`config.mk`:
```
export PLATFORM = sky130hd
export DESIGN_NAME = rtv_regs
export DESIGN_NICKNAME = d
export VERILOG_FILES = /design/src/rtv_pkg.sv /design/src/rtv_regs.sv /design/src/rtv_tick_gen.sv /design/src/rtv_time_count.sv
export SDC_FILE = /design/constraint.sdc
export NUM_CORES = 1
export LEC_CHECK = 0
export ABC_AREA = 1
export BUFFER_PORTS_ARGS = -buffer_cell sky130_fd_sc_hd__buf_2
export CORE_ASPECT_RATIO = 1.75
export CORE_UTILIZATION = 56
export CTS_CLUSTER_SIZE = 10
export DETAILED_ROUTE_END_ITERATION = 12
export PLACE_DENSITY = 0.76
export SETUP_SLACK_MARGIN = 0.05
export SLEW_MARGIN = 20
export SYNTH_ARGS = -nofsm -noshare
export SYNTH_HDL_FRONTEND = slang
export SYNTH_SLANG_ARGS = --single-unit
export TNS_END_PERCENT = 100
```
`constraint.sdc`:
```
create_clock -name CORE_CLK_I -period 8.8 [get_ports CORE_CLK_I]
set_input_delay 1.32 -clock CORE_CLK_I [delete_from_list [all_inputs] [get_ports CORE_CLK_I]]
set_output_delay 1.32 -clock CORE_CLK_I [all_outputs]
set_load 0.03 [all_outputs]
```
`src/rtv_pkg.sv`:
```
package rtv_pkg;
	localparam int          ADDR_W        = 4;
	localparam logic [3:0]  ADDR_CTRL     = 4'h0;
	localparam logic [3:0]  ADDR_WH       = 4'h4;
	localparam logic [3:0]  ADDR_MS       = 4'h8;
	localparam logic [3:0]  ADDR_ALM      = 4'hc;
	localparam int          CTRL_UNLOCK   = 0;
	localparam int          CTRL_RUN      = 1;
	localparam logic [1:0]  CTRL_RESET    = 2'h2;
	localparam logic [15:0] WH_RESET      = 16'h0000;
	localparam logic [15:0] MS_RESET      = 16'h0000;
	localparam logic [15:0] ALM_RESET     = 16'h0000;
	localparam logic [1:0]  RESP_OKAY     = 2'h0;
	localparam logic [1:0]  RESP_SLVERR   = 2'h2;
	localparam int          WD_HI         = 10;
	localparam int          WD_LO         = 8;
	localparam int          HT_HI         = 5;
	localparam int          HT_LO         = 4;
	localparam int          U_HI          = 3;
	localparam int          U_LO          = 0;
	localparam int          MT_HI         = 14;
	localparam int          MT_LO         = 12;
	localparam int          MU_HI         = 11;
	localparam int          MU_LO         = 8;
	localparam int          ST_HI         = 6;
	localparam int          ST_LO         = 4;
	localparam int          AMT_BIT       = 12;
	localparam logic [2:0]  WEEKDAY_CODE_MAX      = 3'h6;
	localparam logic [1:0]  HT_MAX        = 2'h2;
	localparam logic [3:0]  DIG_MAX       = 4'h9;
	localparam logic [2:0]  TEN_MAX       = 3'h5;
	localparam logic [1:0]  DT_MAX        = 2'h3;
	localparam logic [3:0]  HU_LAST       = 4'h3;
	localparam logic [15:0] WH_USED       = 16'h073f;
	localparam logic [15:0] MS_USED       = 16'h7f7f;
	localparam logic [15:0] ALM_USED      = 16'h1f3f;
	localparam logic [15:0] MS_LAST       = 16'h5959;
	localparam logic [6:0]  SEC_LAST      = 7'h59;
	localparam logic [5:0]  HR_LAST       = 6'h23;
	localparam longint      CLK_HZ        = 100000000;
	localparam longint      TICK_MS       = 1000;
	localparam longint      MS_PER_S      = 1000;
	localparam int unsigned TICK_CYCLES   = int'(CLK_HZ * TICK_MS / MS_PER_S);
	localparam int          CNT_W         = 27;

	typedef enum {SEL_CTRL, SEL_WH, SEL_MS, SEL_ALM, SEL_NONE} rtv_sel_t;

	function automatic rtv_sel_t sel_decode(input logic [ADDR_W-1:0] a);
		if (a == ADDR_CTRL) begin
			return SEL_CTRL;
		end else if (a == ADDR_WH) begin
			return SEL_WH;
		end else if (a == ADDR_MS) begin
			return SEL_MS;
		end else if (a == ADDR_ALM) begin
			return SEL_ALM;
		end else begin
			return SEL_NONE;
		end
	endfunction
endpackage

```
`src/rtv_regs.sv`:
```
`timescale 1ns/100ps
module rtv_regs
	import rtv_pkg::*;
#(
	parameter int unsigned TICK_CYC = TICK_CYCLES
) (
	input  wire logic              CORE_CLK_I,
	input  wire logic              RESET_I,
	input  wire logic [ADDR_W-1:0] S_AXI_AWADDR_I,
	input  wire logic              S_AXI_AWVALID_I,
	output logic                   S_AXI_AWREADY_O,
	input  wire logic [31:0]       S_AXI_WDATA_I,
	input  wire logic [3:0]        S_AXI_WSTRB_I,
	input  wire logic              S_AXI_WVALID_I,
	output logic                   S_AXI_WREADY_O,
	output logic [1:0]             S_AXI_BRESP_O,
	output logic                   S_AXI_BVALID_O,
	input  wire logic              S_AXI_BREADY_I,
	input  wire logic [ADDR_W-1:0] S_AXI_ARADDR_I,
	input  wire logic              S_AXI_ARVALID_I,
	output logic                   S_AXI_ARREADY_O,
	output logic [31:0]            S_AXI_RDATA_O,
	output logic [1:0]             S_AXI_RRESP_O,
	output logic                   S_AXI_RVALID_O,
	input  wire logic              S_AXI_RREADY_I
);
	logic [ADDR_W-1:0] aw_addr_r;
	logic [15:0]       w_data_r;
	logic [1:0]        w_strb_r;
	logic              aw_hold_r, w_hold_r;
	logic              aw_take, w_take, ar_take, do_write;
	logic              aw_hold_nxt, w_hold_nxt, bvalid_nxt, rvalid_nxt;
	rtv_sel_t          wsel, rsel, rsel_r;
	logic [1:0]        ctrl_r;
	logic [15:0]       alarm_r;
	logic [15:0]       wh_val, ms_val;
	logic [15:0]       wh_new, ms_new, alm_new;
	logic              unlock, tick, ld_wh, ld_ms, ld_alm;
	logic [15:0]       rd_word;

	// Byte-lane merge of the held write data over a current value
	function automatic logic [15:0] merge(input logic [15:0] cur,
	                                      input logic [15:0] nw,
	                                      input logic [1:0]  st);
		merge[7:0]  = st[0] ? nw[7:0]  : cur[7:0];
		merge[15:8] = st[1] ? nw[15:8] : cur[15:8];
	endfunction

	// Per-digit choice: a value above the digit's limit keeps the old one
	function automatic logic [3:0] pick(input logic [3:0] cur, input logic [3:0] nw,
	                                    input logic [3:0] lim);
		return (nw <= lim) ? nw : cur;
	endfunction

	assign unlock   = ctrl_r[CTRL_UNLOCK];
	assign aw_take  = S_AXI_AWVALID_I && S_AXI_AWREADY_O;
	assign w_take   = S_AXI_WVALID_I && S_AXI_WREADY_O;
	assign ar_take  = S_AXI_ARVALID_I && S_AXI_ARREADY_O;
	assign do_write = aw_hold_r && w_hold_r && !S_AXI_BVALID_O;
	assign wsel     = sel_decode(aw_addr_r);
	assign rsel     = sel_decode(S_AXI_ARADDR_I);

	assign aw_hold_nxt = (aw_hold_r || aw_take) && !do_write;
	assign w_hold_nxt  = (w_hold_r || w_take) && !do_write;
	assign bvalid_nxt  = do_write || (S_AXI_BVALID_O && !S_AXI_BREADY_I);
	assign rvalid_nxt  = ar_take || (S_AXI_RVALID_O && !S_AXI_RREADY_I);

	always_comb begin
		wh_new  = merge(wh_val, w_data_r, w_strb_r);
		ms_new  = merge(ms_val, w_data_r, w_strb_r);
		alm_new = merge(alarm_r, w_data_r, w_strb_r);
		wh_new[WD_HI:WD_LO] = 3'(pick({1'b0, wh_val[WD_HI:WD_LO]},
		                           {1'b0, wh_new[WD_HI:WD_LO]}, {1'b0, WEEKDAY_CODE_MAX}));
		wh_new[HT_HI:HT_LO] = 2'(pick({2'b0, wh_val[HT_HI:HT_LO]},
		                           {2'b0, wh_new[HT_HI:HT_LO]}, {2'b0, HT_MAX}));
		wh_new[U_HI:U_LO]   = pick(wh_val[U_HI:U_LO], wh_new[U_HI:U_LO], DIG_MAX);
		ms_new[MT_HI:MT_LO] = 3'(pick({1'b0, ms_val[MT_HI:MT_LO]},
		                           {1'b0, ms_new[MT_HI:MT_LO]}, {1'b0, TEN_MAX}));
		ms_new[MU_HI:MU_LO] = pick(ms_val[MU_HI:MU_LO], ms_new[MU_HI:MU_LO], DIG_MAX);
		ms_new[ST_HI:ST_LO] = 3'(pick({1'b0, ms_val[ST_HI:ST_LO]},
		                           {1'b0, ms_new[ST_HI:ST_LO]}, {1'b0, TEN_MAX}));
		ms_new[U_HI:U_LO]   = pick(ms_val[U_HI:U_LO], ms_new[U_HI:U_LO], DIG_MAX);
		alm_new[MU_HI:MU_LO] = pick(alarm_r[MU_HI:MU_LO], alm_new[MU_HI:MU_LO], DIG_MAX);
		alm_new[HT_HI:HT_LO] = 2'(pick({2'b0, alarm_r[HT_HI:HT_LO]},
		                            {2'b0, alm_new[HT_HI:HT_LO]}, {2'b0, DT_MAX}));
		alm_new[U_HI:U_LO]  = pick(alarm_r[U_HI:U_LO], alm_new[U_HI:U_LO], DIG_MAX);
		alm_new = alm_new & ALM_USED;
	end

	// Weekday/hour and alarm loads need the unlock bit; minutes/seconds do not
	assign ld_wh  = do_write && wsel == SEL_WH && unlock;
	assign ld_alm = do_write && wsel == SEL_ALM && unlock;
	assign ld_ms  = do_write && wsel == SEL_MS;

	always_comb begin
		rd_word = '0;
		case (rsel)
			SEL_CTRL: rd_word = {14'h0000, ctrl_r};
			SEL_WH:   rd_word = wh_val & WH_USED;
			SEL_MS:   rd_word = ms_val & MS_USED;
			SEL_ALM:  rd_word = alarm_r;
			default:  rd_word = '0;
		endcase
	end

	// Write address and data channels, taken in either order
	always_ff @(posedge CORE_CLK_I or posedge RESET_I) begin
		if (RESET_I) begin
			aw_hold_r <= 1'b0;
			aw_addr_r <= '0;
		end else begin
			aw_hold_r <= aw_hold_nxt;
			if (aw_take) begin
				aw_addr_r <= S_AXI_AWADDR_I;
			end
		end
	end

	always_ff @(posedge CORE_CLK_I or posedge RESET_I) begin
		if (RESET_I) begin
			w_hold_r <= 1'b0;
			w_data_r <= '0;
			w_strb_r <= '0;
		end else begin
			w_hold_r <= w_hold_nxt;
			if (w_take) begin
				w_data_r <= S_AXI_WDATA_I[15:0];
				w_strb_r <= S_AXI_WSTRB_I[1:0];
			end
		end
	end

	always_ff @(posedge CORE_CLK_I or posedge RESET_I) begin
		if (RESET_I) begin
			S_AXI_AWREADY_O <= 1'b0;
			S_AXI_WREADY_O  <= 1'b0;
			S_AXI_BVALID_O  <= 1'b0;
			S_AXI_BRESP_O   <= RESP_OKAY;
		end else begin
			S_AXI_AWREADY_O <= !aw_hold_nxt && !bvalid_nxt;
			S_AXI_WREADY_O  <= !w_hold_nxt && !bvalid_nxt;
			S_AXI_BVALID_O  <= bvalid_nxt;
			if (do_write) begin
				S_AXI_BRESP_O <= (wsel == SEL_NONE) ? RESP_SLVERR : RESP_OKAY;
			end
		end
	end

	// Read channel: one read at a time, data captured with the address
	always_ff @(posedge CORE_CLK_I or posedge RESET_I) begin
		if (RESET_I) begin
			S_AXI_ARREADY_O <= 1'b0;
			S_AXI_RVALID_O  <= 1'b0;
			S_AXI_RDATA_O   <= '0;
			S_AXI_RRESP_O   <= RESP_OKAY;
			rsel_r          <= SEL_NONE;
		end else begin
			S_AXI_ARREADY_O <= !rvalid_nxt;
			S_AXI_RVALID_O  <= rvalid_nxt;
			if (ar_take) begin
				S_AXI_RDATA_O <= {16'h0000, rd_word};
				S_AXI_RRESP_O <= (rsel == SEL_NONE) ? RESP_SLVERR : RESP_OKAY;
				rsel_r        <= rsel;
			end
		end
	end

	always_ff @(posedge CORE_CLK_I or posedge RESET_I) begin
		if (RESET_I) begin
			ctrl_r <= CTRL_RESET;
		end else if (do_write && wsel == SEL_CTRL && w_strb_r[0]) begin
			ctrl_r <= w_data_r[1:0];
		end
	end

	always_ff @(posedge CORE_CLK_I or posedge RESET_I) begin
		if (RESET_I) begin
			alarm_r <= ALM_RESET;
		end else if (ld_alm) begin
			alarm_r <= alm_new;
		end
	end

	rtv_tick_gen #(
		.CYCLES (TICK_CYC)
	) u_tick (
		.clk_i  (CORE_CLK_I),
		.rst_i  (RESET_I),
		.run_i  (ctrl_r[CTRL_RUN]),
		.tick_o (tick)
	);

	rtv_time_count u_time (
		.clk_i   (CORE_CLK_I),
		.rst_i   (RESET_I),
		.tick_i  (tick),
		.ld_wh_i (ld_wh),
		.wh_i    (wh_new),
		.ld_ms_i (ld_ms),
		.ms_i    (ms_new),
		.wh_o    (wh_val),
		.ms_o    (ms_val)
	);

	a_weekday_range: assert property (@(posedge CORE_CLK_I) disable iff (RESET_I)
		ld_wh && w_strb_r[1] && w_data_r[WD_HI:WD_LO] > WEEKDAY_CODE_MAX
		|=> wh_val[WD_HI:WD_LO] == $past(wh_val[WD_HI:WD_LO]))
		else $error("Weekday accepted a value above six");

	a_hour_tens: assert property (@(posedge CORE_CLK_I) disable iff (RESET_I)
		ld_wh && w_strb_r[0] && w_data_r[HT_HI:HT_LO] <= HT_MAX
		|=> wh_val[HT_HI:HT_LO] == $past(w_data_r[HT_HI:HT_LO]))
		else $error("Hour tens digit did not take a legal write");

	a_hour_units: assert property (@(posedge CORE_CLK_I) disable iff (RESET_I)
		wh_val[U_HI:U_LO] <= DIG_MAX)
		else $error("Hour units digit above nine");

	a_minute_tens: assert property (@(posedge CORE_CLK_I) disable iff (RESET_I)
		ld_ms && w_strb_r[1] && w_data_r[MT_HI:MT_LO] > TEN_MAX
		|=> ms_val[MT_HI:MT_LO] == $past(ms_val[MT_HI:MT_LO]))
		else $error("Minute tens digit accepted a value above five");

	a_minute_units: assert property (@(posedge CORE_CLK_I) disable iff (RESET_I)
		ms_val[MU_HI:MU_LO] <= DIG_MAX)
		else $error("Minute units digit above nine");

	a_second_tens: assert property (@(posedge CORE_CLK_I) disable iff (RESET_I)
		ld_ms && w_strb_r[0] && w_data_r[ST_HI:ST_LO] <= TEN_MAX
		|=> ms_val[ST_HI:ST_LO] == $past(w_data_r[ST_HI:ST_LO]))
		else $error("Second tens digit did not take a legal write");

	a_second_units: assert property (@(posedge CORE_CLK_I) disable iff (RESET_I)
		ms_val[U_HI:U_LO] <= DIG_MAX)
		else $error("Second units digit above nine");

	a_alarm_fields: assert property (@(posedge CORE_CLK_I) disable iff (RESET_I)
		alarm_r[HT_HI:HT_LO] <= DT_MAX && alarm_r[U_HI:U_LO] <= DIG_MAX &&
		alarm_r[MU_HI:MU_LO] <= DIG_MAX && (alarm_r & ~ALM_USED) == '0)
		else $error("Alarm month/date holds an illegal digit");

	a_locked_write: assert property (@(posedge CORE_CLK_I) disable iff (RESET_I)
		do_write && !unlock && (wsel == SEL_ALM || wsel == SEL_WH)
		|=> $stable(alarm_r) && ($stable(wh_val) || $past(tick)))
		else $error("Locked write changed weekday/hour or alarm");

	a_unused_zero: assert property (@(posedge CORE_CLK_I) disable iff (RESET_I)
		S_AXI_RVALID_O && rsel_r == SEL_WH |-> (S_AXI_RDATA_O[15:0] & ~WH_USED) == '0)
		else $error("Unused weekday/hour bits read nonzero");

	a_weekday_load: assert property (@(posedge CORE_CLK_I) disable iff (RESET_I)
		ld_wh && w_strb_r[1] && w_data_r[WD_HI:WD_LO] <= WEEKDAY_CODE_MAX
		|=> wh_val[WD_HI:WD_LO] == $past(w_data_r[WD_HI:WD_LO]))
		else $error("Weekday did not take a legal write");

	a_weekday_bound: assert property (@(posedge CORE_CLK_I) disable iff (RESET_I)
		wh_val[WD_HI:WD_LO] <= WEEKDAY_CODE_MAX)
		else $error("Weekday above six");

	a_hour_tens_bound: assert property (@(posedge CORE_CLK_I) disable iff (RESET_I)
		wh_val[HT_HI:HT_LO] <= HT_MAX)
		else $error("Hour tens digit above two");

	a_hour_units_load: assert property (@(posedge CORE_CLK_I) disable iff (RESET_I)
		ld_wh && w_strb_r[0] && w_data_r[U_HI:U_LO] > DIG_MAX
		|=> wh_val[U_HI:U_LO] == $past(wh_val[U_HI:U_LO]))
		else $error("Hour units digit accepted a value above nine");

	a_minute_tens_load: assert property (@(posedge CORE_CLK_I) disable iff (RESET_I)
		ld_ms && w_strb_r[1] && w_data_r[MT_HI:MT_LO] <= TEN_MAX
		|=> ms_val[MT_HI:MT_LO] == $past(w_data_r[MT_HI:MT_LO]))
		else $error("Minute tens digit did not take a legal write");

	a_minute_units_load: assert property (@(posedge CORE_CLK_I) disable iff (RESET_I)
		ld_ms && w_strb_r[1] && w_data_r[MU_HI:MU_LO] > DIG_MAX
		|=> ms_val[MU_HI:MU_LO] == $past(ms_val[MU_HI:MU_LO]))
		else $error("Minute units digit accepted a value above nine");

	a_second_tens_bound: assert property (@(posedge CORE_CLK_I) disable iff (RESET_I)
		ms_val[ST_HI:ST_LO] <= TEN_MAX)
		else $error("Second tens digit above five");

	a_second_units_load: assert property (@(posedge CORE_CLK_I) disable iff (RESET_I)
		ld_ms && w_strb_r[0] && w_data_r[U_HI:U_LO] > DIG_MAX
		|=> ms_val[U_HI:U_LO] == $past(ms_val[U_HI:U_LO]))
		else $error("Second units digit accepted a value above nine");

	a_alarm_load: assert property (@(posedge CORE_CLK_I) disable iff (RESET_I)
		ld_alm && w_strb_r == 2'h3 && w_data_r[MU_HI:MU_LO] <= DIG_MAX &&
		w_data_r[HT_HI:HT_LO] <= DT_MAX && w_data_r[U_HI:U_LO] <= DIG_MAX
		|=> alarm_r == ($past(w_data_r) & ALM_USED))
		else $error("Alarm month/date did not take a legal write");

	a_unused_ms: assert property (@(posedge CORE_CLK_I) disable iff (RESET_I)
		S_AXI_RVALID_O && rsel_r == SEL_MS |-> (S_AXI_RDATA_O[15:0] & ~MS_USED) == '0)
		else $error("Unused minute/second bits read nonzero");

	a_upper_zero: assert property (@(posedge CORE_CLK_I) disable iff (RESET_I)
		S_AXI_RVALID_O |-> S_AXI_RDATA_O[31:16] == '0)
		else $error("Upper read data half nonzero");

	a_write_slverr: assert property (@(posedge CORE_CLK_I) disable iff (RESET_I)
		do_write && wsel == SEL_NONE |=> S_AXI_BVALID_O && S_AXI_BRESP_O == RESP_SLVERR)
		else $error("Unmapped write not answered with an error");

	a_read_slverr: assert property (@(posedge CORE_CLK_I) disable iff (RESET_I)
		ar_take && rsel == SEL_NONE |=> S_AXI_RVALID_O && S_AXI_RRESP_O == RESP_SLVERR)
		else $error("Unmapped read not answered with an error");
endmodule

```
`src/rtv_tick_gen.sv`:
```
`timescale 1ns/100ps
module rtv_tick_gen
	import rtv_pkg::*;
#(
	parameter int unsigned CYCLES = TICK_CYCLES
) (
	input  wire logic clk_i,
	input  wire logic rst_i,
	input  wire logic run_i,
	output logic      tick_o
);
	localparam logic [CNT_W-1:0] LAST = CNT_W'(CYCLES - 1);

	logic [CNT_W-1:0] cnt_r;

	// Divides the core clock down to one pulse per second
	always_ff @(posedge clk_i or posedge rst_i) begin
		if (rst_i) begin
			cnt_r <= '0;
		end else if (!run_i || cnt_r == LAST) begin
			cnt_r <= '0;
		end else begin
			cnt_r <= cnt_r + 1'b1;
		end
	end

	always_ff @(posedge clk_i or posedge rst_i) begin
		if (rst_i) begin
			tick_o <= 1'b0;
		end else begin
			tick_o <= run_i && cnt_r == LAST;
		end
	end
endmodule

```
`src/rtv_time_count.sv`:
```
`timescale 1ns/100ps
module rtv_time_count
	import rtv_pkg::*;
(
	input  wire logic        clk_i,
	input  wire logic        rst_i,
	input  wire logic        tick_i,
	input  wire logic        ld_wh_i,
	input  wire logic [15:0] wh_i,
	input  wire logic        ld_ms_i,
	input  wire logic [15:0] ms_i,
	output logic      [15:0] wh_o,
	output logic      [15:0] ms_o
);
	logic adv;
	logic su_end, st_end, mu_end, mt_end, hr_end;

	// A software load takes the cycle; a tick landing on it is dropped
	assign adv    = tick_i && !ld_wh_i && !ld_ms_i;
	assign su_end = ms_o[U_HI:U_LO] == DIG_MAX;
	assign st_end = ms_o[ST_HI:ST_LO] == TEN_MAX;
	assign mu_end = ms_o[MU_HI:MU_LO] == DIG_MAX;
	assign mt_end = ms_o[MT_HI:MT_LO] == TEN_MAX;
	assign hr_end = wh_o[HT_HI:HT_LO] == HT_MAX && wh_o[U_HI:U_LO] >= HU_LAST;

	always_ff @(posedge clk_i or posedge rst_i) begin
		if (rst_i) begin
			ms_o <= MS_RESET;
		end else if (ld_ms_i) begin
			ms_o <= ms_i & MS_USED;
		end else if (adv) begin
			ms_o[U_HI:U_LO] <= su_end ? '0 : ms_o[U_HI:U_LO] + 1'b1;
			if (su_end) begin
				ms_o[ST_HI:ST_LO] <= st_end ? '0 : ms_o[ST_HI:ST_LO] + 1'b1;
				if (st_end) begin
					ms_o[MU_HI:MU_LO] <= mu_end ? '0 : ms_o[MU_HI:MU_LO] + 1'b1;
					if (mu_end) begin
						ms_o[MT_HI:MT_LO] <= mt_end ? '0 : ms_o[MT_HI:MT_LO] + 1'b1;
					end
				end
			end
		end
	end

	always_ff @(posedge clk_i or posedge rst_i) begin
		if (rst_i) begin
			wh_o <= WH_RESET;
		end else if (ld_wh_i) begin
			wh_o <= wh_i & WH_USED;
		end else if (adv && ms_o == MS_LAST) begin
			if (hr_end) begin
				wh_o[HT_HI:HT_LO] <= '0;
				wh_o[U_HI:U_LO]   <= '0;
				wh_o[WD_HI:WD_LO] <= wh_o[WD_HI:WD_LO] >= WEEKDAY_CODE_MAX ? '0
				                     : wh_o[WD_HI:WD_LO] + 1'b1;
			end else if (wh_o[U_HI:U_LO] == DIG_MAX) begin
				wh_o[U_HI:U_LO]   <= '0;
				wh_o[HT_HI:HT_LO] <= wh_o[HT_HI:HT_LO] + 1'b1;
			end else begin
				wh_o[U_HI:U_LO] <= wh_o[U_HI:U_LO] + 1'b1;
			end
		end
	end

	a_second_roll: assert property (@(posedge clk_i) disable iff (rst_i)
		adv && ms_o[ST_HI:U_LO] == SEC_LAST |=> ms_o[ST_HI:U_LO] == '0)
		else $error("Seconds did not roll from 59 to 00");

	a_day_roll: assert property (@(posedge clk_i) disable iff (rst_i)
		adv && ms_o == MS_LAST && wh_o[HT_HI:U_LO] == HR_LAST
		|=> wh_o[HT_HI:U_LO] == '0 && ms_o == '0 &&
		    wh_o[WD_HI:WD_LO] == ($past(wh_o[WD_HI:WD_LO]) == WEEKDAY_CODE_MAX ? 3'h0
		                          : $past(wh_o[WD_HI:WD_LO]) + 3'h1))
		else $error("Midnight did not clear hours and advance weekday");
endmodule

```
==> flow_metrics.env <==
export IMPL_die_width_um=80.0
export IMPL_cts_buffers=9
export IMPL_arrival_ps=2840
export IMPL_via_per_inst=5.49
export IMPL_diodes=0
export IMPL_cts_hold_buf=0
export IMPL_clock_sinks=107
export IMPL_avgSynthCellArea_um2=7.36
export IMPL_drc=0
export IMPL_grt_ovfl_total=0
export IMPL_cts_tree="built"
export IMPL_wl_mm=15.0
export IMPL_critPathRequiredTime_ps=9040
export IMPL_root_buffer="clkbuf_16"
export IMPL_period_needed_ps=2600
export IMPL_nFillCells=969
export IMPL_maxCapViolCount=0
export IMPL_end_kind="flop"
export IMPL_min_path_type="flop to flop"
export IMPL_start_util_pct=57.8
export IMPL_port_buffers=51
export IMPL_synth_seq_cells=107
export IMPL_placementRows=49
export IMPL_fmax_mhz=385
export IMPL_grt_max_degree=85
export IMPL_ys_seq_area_share_pct=45.0
export IMPL_clk_pin_slew_worst_paths_ps=70
export IMPL_drt_iter0_drc=404
export IMPL_synth_cell_type_count=33
export IMPL_ctsResizeCount=0
export IMPL_gp_congestion=0.947
export IMPL_syn_to_final_growth_pct=9.20
export IMPL_wire_per_inst_um=15.1
export IMPL_fin_crit_sh_pct=29.5
export IMPL_fin_skew_ps=6.84
export IMPL_synthTopCellsByArea="dfrtp_1, nand2_1, o21ai_0, nor2_1, inv_1"
export IMPL_place_inst=974
export IMPL_relSlewSlack_pct=47.7
export IMPL_synth_top_area_share_pct=44.5
export IMPL_grt_pass1_vias=5340
export IMPL_total_power_mw=1.31
export IMPL_pwr_density_cell_nw_per_um2=201
export IMPL_critPathMaxFanout=14
export IMPL_grt_total_usage_pct=28.4
export IMPL_vias=5426
export IMPL_tightest_slew_ps=785
export IMPL_antenna_found_initial=0
export IMPL_drive_gt1_share_pct=9.98
export IMPL_netlist_instances=810
export IMPL_cts_htree_levels=3
export IMPL_coreArea_um2=10300
export IMPL_yosys_warnings=0
export IMPL_leakage_nw=3.10
export IMPL_setup_viol=0
export IMPL_grt_pass1_wl_mm=24.5
export IMPL_finalSetupTns_ps=0
export IMPL_hold_viol_final=0
export IMPL_drtAntennaViolNets=0
export IMPL_yosys_area_top_type="dfrtp_1"
export IMPL_dp_hpwl_mm=11.4
export IMPL_status="finished clean"
export IMPL_post_cts_setup_buffer_count=0
export IMPL_netlist_area_um2=5960
export IMPL_drt_pass1_iterations=5
export IMPL_stdcell_count=989
export IMPL_top_level_ports=92
export IMPL_start_kind="input port"
export IMPL_maxSlewViolCount=0
export IMPL_fin_hold_ws_ps=471
export IMPL_worst_skew_pair_late_latency_ps=340
export IMPL_die_y_um=138
export IMPL_die_area_um2=11100
export IMPL_clockBufferDepth=2
export IMPL_vdd_drop_max_mv=0.138
export IMPL_finalNetCount=913
export IMPL_rsz0062_at_grt="no"
export IMPL_crit_type="input port to flop"
cell usage after synthesis, drive strengths merged:
cell / instances
xnor2: 9
o22ai: 4
conb: 1
buf: 27
ha: 4
nor3: 14
nand3: 41
o211ai: 2
nor2: 90
dfstp: 1
nand2: 272
xor2: 15
a21boi: 3
nand4: 12
o21ai: 89
or2: 1
clkbuf: 8
nor3b: 1
o2111ai: 3
o31ai: 3
a21oi: 20
inv: 82
o21a: 2
dfrtp: 106
worst paths after layout:
| path | from | endpoint | slack [ps] | cells past startpoint |
|---|---|---|---|---|
| max reg2reg | w_strb_r[0]$_DFFE_PP0P_ | alarm_r[2]$_DFFE_PP0P_ | 6770 | 7 |
| min reg2reg | S_AXI_RVALID_O$_DFF_PP0_ | S_AXI_ARREADY_O$_DFF_PP0_ | 470 | 1 |
| max | S_AXI_ARADDR_I[1] | S_AXI_RDATA_O[5]$_DFFE_PP0P_ | 6200 | 6 |
| max in group asynchronous | RESET_I | alarm_r[8]$_DFFE_PP0P_ | 6800 | 3 |
| min in group asynchronous | RESET_I | w_data_r[14]$_DFFE_PP0P_ | 920 | 2 |
| min | S_AXI_RVALID_O$_DFF_PP0_ | S_AXI_ARREADY_O$_DFF_PP0_ | 470 | 1 |
where the power goes:
| group | leakage, nW | internal, mW | switching [mW] |
|---|---|---|---|
| registers | 1.43 | 0.561 | 0.0771 |
| clock network | 0.129 | 0.200 | 0.175 |
| logic | 1.54 | 0.0797 | 0.216 |
| total | 3.10 | 0.840 | 0.468 |
kinds of logic after synthesis:
family | Yosys count | share of synthesized area [%]
simple gates | 431 | 30.3
compound gates | 126 | 11.3
buf+inv | 117 | 9.03
flops | 107 | 45.0
xor+xnor | 24 | 3.53
fa+ha+maj | 4 | 0.840
other cells | 1 | 0.0629
per-layer routing:
| metal | GRT usage, % | up-vias | wire [µm] |
|---|---|---|---|
| met5 | 0 | - | 0 |
| met4 | 13.9 | 0 | 594 |
| met3 | 3.96 | 37 | 447 |
| met2 | 53.2 | 146 | 8240 |
| met1 | 29.9 | 2604 | 5680 |
| li1 | - | 2639 | - |
cell usage in the layout (no fill, tap or decap), drive strengths merged:
master    instances
dfstp             1
nor2             90
inv              82
o22ai             4
xnor2             9
clkbuf           12
xor2             15
o31ai             3
clkinvlp          1
nand3            41
or2               1
o2111ai           3
nor3b             1
o21ai            89
nand2           272
nand4            12
nor3             14
o211ai            2
ha                4
dfrtp           106
a21boi            3
o21a              2
a21oi            20
conb             20
buf              53
clkinv            2
worst max-delay path, stage by stage:
cell and delay, ps:
buf_2 100, nor2_1 280, nand3_1 480, o21ai_0 340, a21oi_1 70, o21ai_0 230
sequential cells by signal, indices dropped and copies added, names as in the netlist, 2 cells and up:
register       count
u_tick.cnt_r      27
S_AXI_RDATA_O     14
ctrl_r             2
u_time.ms_o       14
w_data_r          14
alarm_r           11
u_time.wh_o        9
aw_addr_r          4
w_strb_r           2
final cells by class:
cell class                 instances  area [µm²]  share of cell area, %
sequential                       107        2680                   41.2
multi-input combinational        605        2810                   43.2
inverter                          82         310                   4.77
clock buffer                      12         246                   3.79
tap                              127         159                   2.44
timing repair buffer              53         274                   4.21
clock inverter                     3        25.0                  0.385
through the flow:
stage                     util [%]  instance area [µm²]  setup slack, ps
after floorplan                  -                 6030             4660
after global placement        60.5                 6230             6050
after detailed placement      60.5                 6230             5880
after CTS                     63.1                 6500             6230
after global routing          63.2                 6510             6040
final                         63.2                 6510             6200
(Power assumes the default switching activity.)
